==> config.mk <==
export PLATFORM = sky130hd
export DESIGN_NAME = dma_sideband_flat
export DESIGN_NICKNAME = d
export VERILOG_FILES = /design/src/rtl/sideband_pkg.sv /design/src/rtl/sideband_if.sv /design/src/rtl/dma_sideband.sv /design/src/flat_wrapper.sv
export SDC_FILE = /design/constraint.sdc
export NUM_CORES = 1
export LEC_CHECK = 0
export BUFFER_PORTS_ARGS = -buffer_cell sky130_fd_sc_hd__clkbuf_2
export CAP_MARGIN = 30
export CORE_MARGIN = 5
export CORE_UTILIZATION = 47
export DETAILED_ROUTE_END_ITERATION = 8
export GPL_TIMING_DRIVEN = 0
export PLACE_DENSITY_LB_ADDON = 0.05
export SKIP_CTS_REPAIR_TIMING = 1
export SYNTH_ARGS = -nofsm -noshare
export SYNTH_HDL_FRONTEND = slang
export SYNTH_SLANG_ARGS = --single-unit
==> constraint.sdc <==
create_clock -name pclk -period 3.4 [get_ports pclk]
set_clock_uncertainty 0.1 [all_clocks]
set_input_delay 0.34 -clock pclk [delete_from_list [all_inputs] [get_ports pclk]]
set_output_delay 0.34 -clock pclk [all_outputs]
set_load 0.005 [all_outputs]
==> src/rtl/sideband_pkg.sv <==
// Purpose : shared constants for the dma sideband streams and interrupt logic
// Assumes : 32-bit stream words, five user words per descriptor
// Notes   : register map is reached over apb, one aligned word each
package sideband_pkg;

  localparam int DATA_W = 32;
  localparam int USER_N = 5;
  localparam int LEN_W  = 23;
  localparam int IDX_W  = 3;
  localparam int NCH    = 2;
  localparam int CH_TX  = 0;
  localparam int CH_RX  = 1;

  // first control word carries the type tag in its top nibble
  localparam logic [3:0]  CTRL_TAG   = 4'ha;
  localparam int          TAG_LSB    = 28;
  localparam logic [IDX_W-1:0] LAST_IDX = 3'h4;

  // register byte addresses
  localparam logic [7:0] TX_CR_ADDR = 8'h00;
  localparam logic [7:0] TX_SR_ADDR = 8'h04;
  localparam logic [7:0] RX_CR_ADDR = 8'h30;
  localparam logic [7:0] RX_SR_ADDR = 8'h34;

  // field positions, same in control and status registers
  localparam int IOC_BIT = 12;
  localparam int DLY_BIT = 13;
  localparam int ERR_BIT = 14;
  localparam int THR_LSB = 16;
  localparam int DLY_LSB = 24;
  localparam int FLD_W   = 8;

  localparam logic [FLD_W-1:0] THR_RESET = 8'h01;
  localparam logic [FLD_W-1:0] DLY_RESET = 8'h00;
  localparam logic [FLD_W-1:0] CNT_ONE   = 8'h01;
  localparam logic [FLD_W-1:0] CNT_ZERO  = 8'h00;

  typedef enum logic [2:0] {
    CS_IDLE = 3'b001,
    CS_TAG  = 3'b010,
    CS_USER = 3'b100
  } ctrl_state_t;

endpackage

==> src/rtl/sideband_if.sv <==
// Purpose : control and status streams between dma and stream peripheral
// Assumes : both ends on pclk
// Notes   : axi4-stream style valid/ready handshakes
`timescale 1ns/1ps
interface sideband_if;
  import sideband_pkg::*;
  logic              ctrl_tvalid;
  logic              ctrl_tready;
  logic [DATA_W-1:0] ctrl_tdata;
  logic              ctrl_tlast;
  logic              sts_tvalid;
  logic              sts_tready;
  logic [DATA_W-1:0] sts_tdata;
  logic              sts_tlast;

  modport dev (output ctrl_tvalid, ctrl_tdata, ctrl_tlast, sts_tready,
               input  ctrl_tready, sts_tvalid, sts_tdata, sts_tlast);
  modport per (input  ctrl_tvalid, ctrl_tdata, ctrl_tlast, sts_tready,
               output ctrl_tready, sts_tvalid, sts_tdata, sts_tlast);
endinterface

==> src/rtl/dma_sideband.sv <==
// Purpose : dma end of the sideband streams plus interrupt coalescing
// Assumes : descriptor engine drives the tx/rx descriptor ports
// Notes   : apb slave, zero wait states, pslverr on unmapped address
//
// Overview of operation
// - sof descriptor starts packet, resets realigner
// - sof user fields go out on control
// - later descriptor user fields are ignored
// - no user field fetch without sideband streams
// - control words independent of data order
// - only peripheral ready may stall control stream
// - first control word carries tag 0xa
// - mark first and last receive buffers
// - software provides enough receive buffer space
// - status words written to last descriptor
// - write bytes received per buffer
// - status ready low while status store full
// - status length feeds receive command
// - stream stalls back-pressure descriptor side
// - interconnect fifo exceeds burst times issuing
// - irq on threshold, delay, error if enabled
// - simple mode irq on each completion
// - completion decrements counter, zero sets flag
// - reload counter on irq, delay, write
// - counter value readable in status register
// - threshold resets to one
// - delay timer runs after eof, clears sof
//
// The address map and the APB slave port were chosen for this implementation.
`timescale 1ns/1ps
module dma_sideband
  import sideband_pkg::*;
#(
  parameter bit sideband_streams_present = 1'b1,
  parameter bit status_length_enable     = 1'b1,
  parameter bit descriptor_mode_present  = 1'b1
) (
  input  wire logic                     pclk,
  input  wire logic                     presetn,
  input  wire logic                     clk_en,
  input  wire logic                     psel,
  input  wire logic                     penable,
  input  wire logic                     pwrite,
  input  wire logic [7:0]               paddr,
  input  wire logic [DATA_W-1:0]        pwdata,
  output logic      [DATA_W-1:0]        prdata,
  output logic                          pready,
  output logic                          pslverr,
  input  wire logic                     tx_desc_valid,
  output logic                          tx_desc_ready,
  input  wire logic                     tx_desc_sof,
  input  wire logic                     tx_desc_eof,
  input  wire logic [USER_N*DATA_W-1:0] tx_desc_user,
  output logic                          tx_dre_reset,
  output logic                          user_fetch_enable,
  input  wire logic                     rx_desc_valid,
  output logic                          rx_desc_ready,
  input  wire logic                     rx_desc_eof,
  input  wire logic [LEN_W-1:0]         rx_desc_bytes,
  output logic                          wb_valid,
  output logic                          wb_first,
  output logic                          wb_last,
  output logic      [LEN_W-1:0]         wb_bytes,
  output logic      [USER_N*DATA_W-1:0] wb_user,
  output logic      [LEN_W-1:0]         rx_len,
  output logic                          rx_len_valid,
  input  wire logic                     tx_error,
  input  wire logic                     rx_error,
  output logic                          tx_channel_irq_out,
  output logic                          rx_channel_irq_out,
  sideband_if.dev                       sb
);

  // ---------------------------------------------------------------
  // apb decode
  // ---------------------------------------------------------------
  function automatic logic is_reg(input logic [7:0] a, input logic [7:0] r);
    return a == r;
  endfunction

  wire logic wr_en = psel & penable & pwrite & clk_en;
  wire logic hit_tx_cr = is_reg(paddr, TX_CR_ADDR);
  wire logic hit_tx_sr = is_reg(paddr, TX_SR_ADDR);
  wire logic hit_rx_cr = is_reg(paddr, RX_CR_ADDR);
  wire logic hit_rx_sr = is_reg(paddr, RX_SR_ADDR);
  wire logic mapped = hit_tx_cr | hit_tx_sr | hit_rx_cr | hit_rx_sr;
  wire logic [NCH-1:0] wr_cr = {wr_en & hit_rx_cr, wr_en & hit_tx_cr};
  wire logic [NCH-1:0] wr_sr = {wr_en & hit_rx_sr, wr_en & hit_tx_sr};

  // per-channel control and state
  logic [FLD_W-1:0] thr_r [NCH];
  logic [FLD_W-1:0] dly_r [NCH];
  logic [2:0]       en_r  [NCH];
  logic [2:0]       flg_r [NCH];
  logic [FLD_W-1:0] cnt_r [NCH];
  logic [FLD_W-1:0] tmr_r [NCH];
  logic [NCH-1:0]   run_r;

  function automatic logic [DATA_W-1:0] cr_word(input int c);
    cr_word = '0;
    cr_word[IOC_BIT +: 3]     = en_r[c];
    cr_word[THR_LSB +: FLD_W] = thr_r[c];
    cr_word[DLY_LSB +: FLD_W] = dly_r[c];
  endfunction

  function automatic logic [DATA_W-1:0] sr_word(input int c);
    sr_word = '0;
    sr_word[IOC_BIT +: 3]     = flg_r[c];
    sr_word[THR_LSB +: FLD_W] = cnt_r[c];
    sr_word[DLY_LSB +: FLD_W] = tmr_r[c];
  endfunction

  // read mux, zero-wait answer
  assign pready  = 1'b1;
  assign pslverr = psel & penable & ~mapped;
  assign prdata  = hit_tx_cr ? cr_word(CH_TX) :
                   hit_tx_sr ? sr_word(CH_TX) :
                   hit_rx_cr ? cr_word(CH_RX) :
                   hit_rx_sr ? sr_word(CH_RX) : '0;

  // ---------------------------------------------------------------
  // control stream (tx)
  // ---------------------------------------------------------------
  ctrl_state_t        cs_r;
  logic [IDX_W-1:0]   cidx_r;
  logic [DATA_W-1:0]  cbuf_r [USER_N];
  logic [DATA_W-1:0]  ctag_r;

  wire logic ctrl_busy = (cs_r != CS_IDLE);
  wire logic ctrl_beat = sb.ctrl_tvalid & sb.ctrl_tready;
  // a new sof waits until the previous control packet drained
  wire logic tx_stall  = tx_desc_sof & sideband_streams_present & ctrl_busy;
  assign tx_desc_ready = ~tx_stall;
  wire logic tx_take   = tx_desc_valid & tx_desc_ready & clk_en;
  wire logic tx_sof_ev = tx_take & tx_desc_sof;
  wire logic tx_done   = tx_take & tx_desc_eof;

  // user words fetched only when the streams exist
  assign user_fetch_enable = sideband_streams_present;
  // realigner reset pulse on packet start
  assign tx_dre_reset = tx_sof_ev;

  // control words go out on their own pace, not tied to data
  assign sb.ctrl_tvalid = ctrl_busy;
  assign sb.ctrl_tdata  = (cs_r == CS_TAG) ? ctag_r : cbuf_r[cidx_r];
  assign sb.ctrl_tlast  = (cs_r == CS_USER) & (cidx_r == LAST_IDX);

  // control packet sequencer
  always_ff @(posedge pclk or negedge presetn) begin
    if (!presetn) begin
      cs_r   <= CS_IDLE;
      cidx_r <= '0;
      ctag_r <= '0;
    end else if (clk_en) begin
      unique case (cs_r)
        CS_IDLE: begin
          // sof user fields queued for the control stream
          if (tx_sof_ev && sideband_streams_present) begin
            cs_r   <= CS_TAG;
            cidx_r <= '0;
            ctag_r <= {CTRL_TAG, {TAG_LSB{1'b0}}};
          end
        end
        CS_TAG: begin
          if (ctrl_beat) cs_r <= CS_USER;
        end
        CS_USER: begin
          if (ctrl_beat) begin
            if (cidx_r == LAST_IDX) cs_r <= CS_IDLE;
            cidx_r <= (cidx_r == LAST_IDX) ? '0 : cidx_r + 3'h1;
          end
        end
      endcase
    end
  end

  // only the sof descriptor loads user words
  always_ff @(posedge pclk or negedge presetn) begin
    if (!presetn) begin
      for (int i = 0; i < USER_N; i++) cbuf_r[i] <= '0;
    end else if (clk_en && tx_sof_ev && !ctrl_busy) begin
      for (int i = 0; i < USER_N; i++)
        cbuf_r[i] <= tx_desc_user[i*DATA_W +: DATA_W];
    end
  end

  // ---------------------------------------------------------------
  // status stream (rx)
  // ---------------------------------------------------------------
  logic [DATA_W-1:0] sbuf_r [USER_N];
  logic [IDX_W-1:0]  sidx_r;
  logic              sfull_r;
  logic              in_pkt_r;

  // status ready drops while the store holds a packet
  assign sb.sts_tready = ~sfull_r;
  wire logic sts_beat = sb.sts_tvalid & sb.sts_tready & clk_en;
  wire logic sts_end  = sb.sts_tlast | (sidx_r == LAST_IDX);
  // eof descriptor waits for its status
  assign rx_desc_ready = ~(rx_desc_eof & sideband_streams_present & ~sfull_r);
  wire logic rx_take = rx_desc_valid & rx_desc_ready & clk_en;
  wire logic rx_done = rx_take & rx_desc_eof;
  wire logic rx_sof_ev = rx_take & ~in_pkt_r;

  // length from last status word drives the receive command
  assign rx_len       = sbuf_r[USER_N-1][LEN_W-1:0];
  assign rx_len_valid = status_length_enable & sfull_r;

  // status capture
  always_ff @(posedge pclk or negedge presetn) begin
    if (!presetn) begin
      for (int i = 0; i < USER_N; i++) sbuf_r[i] <= '0;
      sidx_r  <= '0;
      sfull_r <= 1'b0;
    end else if (clk_en) begin
      if (sts_beat) begin
        sbuf_r[sidx_r] <= sb.sts_tdata;
        sidx_r <= sts_end ? '0 : sidx_r + 3'h1;
        if (sts_end) sfull_r <= 1'b1;
      end else if (rx_done) begin
        sfull_r <= 1'b0;
      end
    end
  end

  // descriptor write-back
  always_ff @(posedge pclk or negedge presetn) begin
    if (!presetn) begin
      in_pkt_r <= 1'b0;
      wb_valid <= 1'b0;
      wb_first <= 1'b0;
      wb_last  <= 1'b0;
      wb_bytes <= '0;
      wb_user  <= '0;
    end else if (clk_en) begin
      wb_valid <= rx_take;
      if (rx_take) begin
        in_pkt_r <= ~rx_desc_eof;
        wb_first <= ~in_pkt_r;
        wb_last  <= rx_desc_eof;
        wb_bytes <= rx_desc_bytes;
        // status words into the last descriptor
        if (rx_desc_eof && sideband_streams_present)
          for (int i = 0; i < USER_N; i++)
            wb_user[i*DATA_W +: DATA_W] <= sbuf_r[i];
      end
    end
  end

  // ---------------------------------------------------------------
  // interrupt coalescing and delay timer
  // ---------------------------------------------------------------
  wire logic [NCH-1:0] done_ev = {rx_done, tx_done};
  wire logic [NCH-1:0] sof_ev  = {rx_sof_ev, tx_sof_ev};
  wire logic [NCH-1:0] err_ev  = {rx_error, tx_error};

  always_ff @(posedge pclk or negedge presetn) begin
    if (!presetn) begin
      for (int c = 0; c < NCH; c++) begin
        thr_r[c] <= THR_RESET;
        cnt_r[c] <= THR_RESET;
        dly_r[c] <= DLY_RESET;
        en_r[c]  <= '0;
        flg_r[c] <= '0;
        tmr_r[c] <= CNT_ZERO;
      end
      run_r <= '0;
    end else if (clk_en) begin
      for (int c = 0; c < NCH; c++) begin
        automatic logic [FLD_W-1:0] lim;
        automatic logic dly_on, dly_hit, thr_hit;
        automatic logic [2:0] set, clr;
        lim     = (thr_r[c] == CNT_ZERO) ? CNT_ONE : thr_r[c];
        dly_on  = descriptor_mode_present && (dly_r[c] != CNT_ZERO);
        dly_hit = dly_on && run_r[c] && (tmr_r[c] == dly_r[c]);
        thr_hit = done_ev[c] && (cnt_r[c] <= CNT_ONE);
        set = '0;
        set[0] = descriptor_mode_present ? thr_hit : done_ev[c];
        set[1] = dly_hit;
        set[2] = err_ev[c];
        clr = wr_sr[c] ? pwdata[IOC_BIT +: 3] : 3'h0;
        // hardware set wins over software clear
        flg_r[c] <= (flg_r[c] & ~clr) | set;
        if (wr_cr[c]) begin
          en_r[c]  <= pwdata[IOC_BIT +: 3];
          thr_r[c] <= pwdata[THR_LSB +: FLD_W];
          dly_r[c] <= pwdata[DLY_LSB +: FLD_W];
        end
        // reload on write, threshold hit or delay hit
        if (wr_cr[c])
          cnt_r[c] <= (pwdata[THR_LSB +: FLD_W] == CNT_ZERO) ?
                      CNT_ONE : pwdata[THR_LSB +: FLD_W];
        else if (thr_hit || dly_hit)
          cnt_r[c] <= lim;
        else if (done_ev[c])
          cnt_r[c] <= cnt_r[c] - CNT_ONE;
        // timer runs after eof, cleared by sof, parked after hit
        // a one-descriptor packet is sof and eof: its eof still starts it
        if (dly_hit || !dly_on) begin
          run_r[c] <= 1'b0;
          tmr_r[c] <= CNT_ZERO;
        end else if (done_ev[c] && !flg_r[c][1]) begin
          run_r[c] <= 1'b1;
          tmr_r[c] <= CNT_ZERO;
        end else if (sof_ev[c]) begin
          run_r[c] <= 1'b0;
          tmr_r[c] <= CNT_ZERO;
        end else if (run_r[c]) begin
          tmr_r[c] <= tmr_r[c] + CNT_ONE;
        end
      end
    end
  end

  // enabled flags drive each channel output
  assign tx_channel_irq_out = |(flg_r[CH_TX] & en_r[CH_TX]);
  assign rx_channel_irq_out = |(flg_r[CH_RX] & en_r[CH_RX]);

endmodule

==> src/flat_wrapper.sv <==
// flat-port wrapper written by rule: the top's interface ports become plain ports
module dma_sideband_flat import sideband_pkg::*;
#(
  parameter bit sideband_streams_present = 1'b1,
  parameter bit status_length_enable     = 1'b1,
  parameter bit descriptor_mode_present  = 1'b1
)
  (pclk, presetn, clk_en, psel, penable, pwrite, paddr, pwdata, prdata, pready, pslverr, tx_desc_valid, tx_desc_ready, tx_desc_sof, tx_desc_eof, tx_desc_user, tx_dre_reset, user_fetch_enable, rx_desc_valid, rx_desc_ready, rx_desc_eof, rx_desc_bytes, wb_valid, wb_first, wb_last, wb_bytes, wb_user, rx_len, rx_len_valid, tx_error, rx_error, tx_channel_irq_out, rx_channel_irq_out, sb_ctrl_tvalid, sb_ctrl_tdata, sb_ctrl_tlast, sb_sts_tready, sb_ctrl_tready, sb_sts_tvalid, sb_sts_tdata, sb_sts_tlast);
  sideband_if sb_i ();
  input  wire logic pclk;
  input  wire logic presetn;
  input  wire logic clk_en;
  input  wire logic psel;
  input  wire logic penable;
  input  wire logic pwrite;
  input  wire logic [7:0] paddr;
  input  wire logic [DATA_W-1:0] pwdata;
  output logic      [DATA_W-1:0] prdata;
  output logic pready;
  output logic pslverr;
  input  wire logic tx_desc_valid;
  output logic tx_desc_ready;
  input  wire logic tx_desc_sof;
  input  wire logic tx_desc_eof;
  input  wire logic [USER_N*DATA_W-1:0] tx_desc_user;
  output logic tx_dre_reset;
  output logic user_fetch_enable;
  input  wire logic rx_desc_valid;
  output logic rx_desc_ready;
  input  wire logic rx_desc_eof;
  input  wire logic [LEN_W-1:0] rx_desc_bytes;
  output logic wb_valid;
  output logic wb_first;
  output logic wb_last;
  output logic      [LEN_W-1:0] wb_bytes;
  output logic      [USER_N*DATA_W-1:0] wb_user;
  output logic      [LEN_W-1:0] rx_len;
  output logic rx_len_valid;
  input  wire logic tx_error;
  input  wire logic rx_error;
  output logic tx_channel_irq_out;
  output logic rx_channel_irq_out;
  output wire logic [$bits(sb_i.ctrl_tvalid)-1:0] sb_ctrl_tvalid;
  output wire logic [$bits(sb_i.ctrl_tdata)-1:0] sb_ctrl_tdata;
  output wire logic [$bits(sb_i.ctrl_tlast)-1:0] sb_ctrl_tlast;
  output wire logic [$bits(sb_i.sts_tready)-1:0] sb_sts_tready;
  input wire logic [$bits(sb_i.ctrl_tready)-1:0] sb_ctrl_tready;
  input wire logic [$bits(sb_i.sts_tvalid)-1:0] sb_sts_tvalid;
  input wire logic [$bits(sb_i.sts_tdata)-1:0] sb_sts_tdata;
  input wire logic [$bits(sb_i.sts_tlast)-1:0] sb_sts_tlast;
  assign sb_ctrl_tvalid = sb_i.ctrl_tvalid;
  assign sb_ctrl_tdata = sb_i.ctrl_tdata;
  assign sb_ctrl_tlast = sb_i.ctrl_tlast;
  assign sb_sts_tready = sb_i.sts_tready;
  assign sb_i.ctrl_tready = sb_ctrl_tready;
  assign sb_i.sts_tvalid = sb_sts_tvalid;
  assign sb_i.sts_tdata = sb_sts_tdata;
  assign sb_i.sts_tlast = sb_sts_tlast;
  dma_sideband #(.sideband_streams_present(sideband_streams_present), .status_length_enable(status_length_enable), .descriptor_mode_present(descriptor_mode_present)) u_core (.pclk(pclk), .presetn(presetn), .clk_en(clk_en), .psel(psel), .penable(penable), .pwrite(pwrite), .paddr(paddr), .pwdata(pwdata), .prdata(prdata), .pready(pready), .pslverr(pslverr), .tx_desc_valid(tx_desc_valid), .tx_desc_ready(tx_desc_ready), .tx_desc_sof(tx_desc_sof), .tx_desc_eof(tx_desc_eof), .tx_desc_user(tx_desc_user), .tx_dre_reset(tx_dre_reset), .user_fetch_enable(user_fetch_enable), .rx_desc_valid(rx_desc_valid), .rx_desc_ready(rx_desc_ready), .rx_desc_eof(rx_desc_eof), .rx_desc_bytes(rx_desc_bytes), .wb_valid(wb_valid), .wb_first(wb_first), .wb_last(wb_last), .wb_bytes(wb_bytes), .wb_user(wb_user), .rx_len(rx_len), .rx_len_valid(rx_len_valid), .tx_error(tx_error), .rx_error(rx_error), .tx_channel_irq_out(tx_channel_irq_out), .rx_channel_irq_out(rx_channel_irq_out), .sb(sb_i));
endmodule
# Yosys cells after proc, flatten, opt, wreduce, memory -nomap -nowiden
# Cells that the tools add are included.
[classes]
addsub = 6
reduce_logical = 51
n_eq_ne = 16
bitwise = 42
n_mux = 49
n_lt_le_gt_ge = 5
[ops]
columns = ["cell", "count"]
rows = [
  ["$mux W32", 8],
  ["$bwmux W160", 1],
  ["$mux W8", 17],
  ["$bmux W32 S3", 1],
  ["$demux W32 S3", 1],
  ["$logic_not A8 Y1", 4],
  ["$mux W3", 10],
  ["$and A1 B1 Y1", 22],
  ["$reduce_and A2 Y1", 10],
  ["$add A8 B1 Y8 const B", 2],
  ["$eq A8 B6 Y1 const B", 2],
  ["$eq A8 B8 Y1", 2],
  ["$le A8 B1 Y1 const B", 2],
  ["$reduce_bool A8 Y1", 2],
  ["$sub A8 B1 Y8 const B", 2],
  ["$and A3 B3 Y3", 4],
  ["$reduce_bool A3 Y1", 4],
  ["$logic_and A1 B1 Y1", 11],
  ["$eq A3 B3 Y1 const B", 3],
  ["$mux W1", 9],
  ["$pmux W3 S3", 1],
  ["$reduce_and A3 Y1", 3],
  ["$eq A8 B3 Y1 const B", 1],
  ["$ge A4 B4 Y1 const B", 2],
  ["other kinds (20)", 45],
]
[word_totals]
register_bits = 596
output_inout_bits = 285
in_bits = 271

# Depth between registers and ports, before layout
[logic_depth]
ltp_word = 10
ltp_mapped = 9

# Worst setup path after synthesis
# Ideal clock, no wire load.
[synth_path]
path_kind = "register to register"
start = "reg u_core.cs_r[0]"
end = "reg u_core.cnt_r[11] in the netlist's numbering"
setup_time_ns = 0.082
t_arrival_ns = 2.130
path_slack_ns = 1.088
path_stages_with_launch = 9
cell_sequence = "dfstp_2 > nor3b_2 > inv_2 > a21o_1 > nor4_2 > or2_1 > buf_2 > mux2_1 > a31oi_1"
[synth_between]
elab_chain_len = 10
word_cells_on_any_way = 12
classes_between = "eq/ne: 1; mux: 2; bitwise: 5; reduce/logical: 4"
[synth_lines]
columns = ["element", "line_no", "source"]
rows = [
  ["start, declared", "dma_sideband.sv:124", "ctrl_state_t cs_r;"],
  ["start signal, assigned", "dma_sideband.sv:151", "cs_r <= CS_IDLE;"],
  ["start signal, assigned", "dma_sideband.sv:159", "cs_r <= CS_TAG;"],
  ["start signal, assigned", "dma_sideband.sv:165", "if (ctrl_beat) cs_r <= CS_USER;"],
  ["$ne A3 B1 Y1 (*)", "dma_sideband.sv:129", "wire logic ctrl_busy = (cs_r != CS_IDLE);"],
  ["net sb_ctrl_tvalid", "flat_wrapper.sv:43", "output wire logic [$bits(sb_i.ctrl_tvalid)-1:0] sb_ctrl_tvalid;"],
  ["$and A1 B1 Y1 (*)", "dma_sideband.sv:132", "wire logic tx_stall = tx_desc_sof & sideband_streams_present & ctrl_busy;"],
  ["$not A1 Y1 (*)", "dma_sideband.sv:133", "assign tx_desc_ready = ~tx_stall;"],
  ["$and A1 B1 Y1 (*) (2 in series)", "dma_sideband.sv:134", "wire logic tx_take = tx_desc_valid & tx_desc_ready & clk_en;"],
  ["$and A1 B1 Y1 (*)", "dma_sideband.sv:136", "wire logic tx_done = tx_take & tx_desc_eof;"],
  ["$logic_and A1 B1 Y1", "dma_sideband.sv:276", "thr_hit = done_ev[c] && (cnt_r[c] <= CNT_ONE);"],
  ["$logic_or A1 B1 Y1", "dma_sideband.sv:293", "else if (thr_hit || dly_hit)"],
  ["$reduce_bool A3 Y1 (no line) or $mux W8 (tied branches)", "--", ""],
  ["$reduce_and A2 Y1 (no line) or $mux W8 (tied branches)", "--", ""],
  ["end signal, assigned by index", "dma_sideband.sv:291", "cnt_r[c] <= (pwdata[THR_LSB +: FLD_W] == CNT_ZERO) ?"],
  ["end signal, assigned by index", "dma_sideband.sv:294", "cnt_r[c] <= lim;"],
  ["end signal, assigned by index", "dma_sideband.sv:296", "cnt_r[c] <= cnt_r[c] - CNT_ONE;"],
  ["end, declared", "dma_sideband.sv:95", "logic [FLD_W-1:0] cnt_r [NCH];"],
]
# The timed path passes the listed nets; every way through them passes the cells marked *.
# A chain may end at the register's enable or synchronous reset.

# Worst setup path in the final report
[layout_path]
start = "reg u_core.cidx_r[1]"
end = "out sb_ctrl_tdata[1]"
[layout_between]
elab_chain_len = 5
[layout_lines]
columns = ["element", "line_no", "source"]
rows = [
  ["start, declared", "dma_sideband.sv:125", "logic [IDX_W-1:0] cidx_r;"],
  ["start signal, assigned", "dma_sideband.sv:170", "cidx_r <= (cidx_r == LAST_IDX) ? '0 : cidx_r + 3'h1;"],
  ["$not A3 Y4 (implied by the code)", "dma_sideband.sv:145", "assign sb.ctrl_tdata = (cs_r == CS_TAG) ? ctag_r : cbuf_r[cidx_r];"],
  ["$bmux W32 S3", "dma_sideband.sv:145", ""],
  ["$mux W32 (implied by the code) (2 in series)", "dma_sideband.sv:145", ""],
  ["$mux W32", "dma_sideband.sv:145", ""],
  ["end, declared", "flat_wrapper.sv:44", "output wire logic [$bits(sb_i.ctrl_tdata)-1:0] sb_ctrl_tdata;"],
]
# No other way between the ends. The select of a mux whose other input is x is not followed.

==> run summary <==
status -> complete, but fails checks
failing checks -> hold timing
all-layer global routing usage -> 27.7%
Seq cells post-synth -> 596
CP Launch Type -> register
clk root buf -> clkbuf_16
die height -> 243 um
WL per Instance -> 20.8 um
global placement routability congestion -> 0.902
H-tree depth -> 3
Vias -> 22.4k
DP HPWL -> 61,900 um
DR iter-0 viols -> 1,882
r2r startpoint -> u_core.cs_r[0]$_DFFE_PN1P_
fillers -> 4,541
Longest Clk Path Bufs -> 3
Yosys Warn Count -> 0
Post-Syn Instances -> 2,589
Max Fclk -> 299 MHz
Hold Path End -> u_core.sbuf_r[117]$_DFFE_PN0P_
crit-path cells -> clkbuf_1 -> buf_1 -> mux4_2 -> a22oi_1 -> nor2_1 -> clkbuf_2
internal reg-to-reg setup slack -> 440 ps
setup TNS -> 0 ps
asr flop ratio synth -> 100%
Finished Core Util -> 63.0%
initial antenna violation count -> 9
Slowest Stage Delay on Critical Path -> 630 ps
Max Cap Viol -> 0
WHS -> -5.24 ps
Worst setup EP type -> output pin
worst flop-to-flop path endpoint -> u_core.cbuf_r[8]$_DFFE_PN0P_
Worst Setup Path Type -> reg -> out
final slew viol count -> 0
Combinational Power Share -> 24.1%
Post-DRT Antenna Nets -> 0
Period Utilization, post-route -> 98.3%
share of cells above drive strength 1 -> 25.9%
post-layout minimum cycle time -> 3340 ps
CTS tree -> built
Max VDD drop -> 0.000479 V
sequential element share of the synthesized area -> 58.4%
sequential cell area -> 14,900 um2
CP Buf/Inv Count -> 3
Multi-input gate area -> 9800 um2
hold path start -> sb_sts_tdata[21]
DR DRC count -> 0
Die W -> 243 um
vias in the first global route -> 21.5k
total grt overflow -> 0
CP startpoint -> u_core.cidx_r[1]$_DFFE_PN0P_
main flop type after synthesis -> dfrtp_1
nets -> 3,720
Final setup viols -> 0
Hold Path Stages -> 2
worst slack, placed -> 24.9 ps
crit-path leading delay family -> buffers and inverters
design area -> 33,900 um2
EDFF count, synth -> 0
vias per inst -> 5.33
switching power -> 7.17 mW
row count -> 85
total die area -> 59,200 um2
Cell variety after synth -> 74
DP Area -> 29,300 um2
largest net degree at the start of global routing -> 109
Int Pwr -> 16.0 mW
CP max-delay cell -> buf_1
Hold Path Class -> in -> reg
area delta synth->final -> 32.6%
Final WS setup -> 57.9 ps
P per Cell Area -> 684 nW/um2
Worst Max-Slew Pin Slew -> 852 ps
port bufs -> 525
Hold Fails Final Rpt -> 2
register share of total power -> 44.3%
1st-pass router iterations -> 7
global-route wire length before repair -> 128,000 um
Switching Fraction -> 30.9%
routed wire length -> 87,400 um
Post-Syn Area -> 25,600 um2
FF-to-FF path depth -> 9
starting density of the core -> 47.5%
TritonCTS Buffers -> 67
io pins -> 556
Num Clock Sinks -> 596
Core Region -> 53,800 um2
crit path DAT -> 2900 ps
P_leak -> 18.2 nW
Clk Latency, worst-skew pair -> 600 ps
mean cell area of the mapped netlist -> 9.88 um2
clock slew at reported path FFs -> 60 ps
Clock Power Share -> 31.6%
CP Max Fanout -> 10
Max-slew headroom -> 42.8%
WP data required -> 2960 ps
-- how the worst max path moves through the flow --
stage | end | cells after the start
2_1_floorplan | u_core.cnt_r[11]$_DFFE_PN0P_ | 8
3_3_place_gp | u_core.wb_user[78]$_DFFE_PN0P_ | 1
3_5_place_dp | u_core.wb_user[135]$_DFFE_PN0P_ | 7
4_1_cts | tx_dre_reset | 7
5_1_grt | sb_ctrl_tdata[21] | 6
6_report | sb_ctrl_tdata[1] | 6
-- logic make-up (layout without fill, tap and decap cells) --
kind of cell    count (synthesis)  in the layout  share of synthesized area [%]
compound gates                173            173                           4.80
xor+xnor                       25             25                          0.856
fa+ha+maj                      10             10                          0.489
buf+inv                       197           1085                           3.52
flops                         596            596                           58.4
mux                           202            202                           10.3
other cells                     2             27                         0.0294
simple gates                 1384           1384                           21.7
-- state kept, by name (all words and copies together) (netlist names), 16 cells and up --
signal / flops
u_core.cbuf_r: 160
u_core.wb_user: 160
u_core.sbuf_r: 137
u_core.rx_len: 23
u_core.wb_bytes: 23
u_core.cnt_r: 16
u_core.dly_r: 16
u_core.thr_r: 16
u_core.tmr_r: 16
-- layout by cell type, fill, tap and decap left out, types with 6 or more instances in the layout --
cell and count:
clkbuf_16 67, a21o_1 6, nand2b_1 6, buf_16 6, dlygate4sd3_1 236, mux2i_1 6, nor4_1 14, a21oi_1 28
mux2_2 161, buf_1 14, diode_2 12, a31oi_1 10, xnor2_1 21, a22oi_1 40, conb_1 15, clkbuf_1 123
clkinv_2 9, a222oi_1 15, nor2_1 84, nand2_1 1181, buf_2 16, clkbuf_2 529, mux4_2 32, ha_1 10
dfrtp_1 591, a22o_1 7, nand3_1 31, clkbuf_8 12, and3_1 7, nor3_1 17, o31ai_1 7, bufinv_16 6
inv_1 20, buf_4 38, o21ai_0 29
-- power groups by stage --
stage          sequential (mW)  clock (mW)  combinational, mW
6_report                  10.3        7.34               5.58
5_1_grt                   10.5        7.75               6.19
4_1_cts                   10.3        7.47               5.41
3_5_place_dp              10.3           0               5.38
3_3_place_gp              10.3           0               5.22
2_1_floorplan             10.1           0               2.91
-- per-layer routing --
layer	GRT usage, %	share of wire [%]	up-vias	wire length (um)
met5	0	0	-	0
met4	10.5	4.6	0	4030
met3	7.66	7.8	276	6790
met2	45.1	48	905	42100
met1	35.7	39	11000	34500
li1	-	-	10200	-
-- layout make-up --
| cell class | instances | share of cell area (%) |
|---|---|---|
| flip-flops and latches | 596 | 44.0 |
| well taps | 696 | 2.57 |
| diodes | 12 | 0.0886 |
| clock inverters | 21 | 0.893 |
| multi-input cells | 1809 | 28.9 |
| repair buffers | 768 | 15.2 |
| plain buffers | 174 | 2.42 |
| clock buffers | 99 | 5.62 |
| inverters | 23 | 0.262 |
-- per-stage QoR --
stage	instances	power, mW
floorplan	2602	13.0
global placement	3823	15.5
detailed placement	3830	15.7
CTS	3950	23.1
global route	4195	24.4
finish	4198	23.2
-- Yosys cell counts, types with 14 or more instances --
library cell,instances,area [um2]
nand2_1,1181,4430
dfrtp_1,591,14800
mux2_2,161,1810
clkbuf_1,106,398
nor2_1,84,315
a22oi_1,40,300
buf_4,38,285
mux4_2,32,721
nand3_1,31,155
o21ai_0,29,145
a21oi_1,28,140
xnor2_1,21,184
inv_1,20,75.1
nor3_1,18,90.1
a222oi_1,15,150
buf_1,15,56.3
buf_2,15,75.1
nor4_1,14,87.6
(Power assumes the default switching activity.)
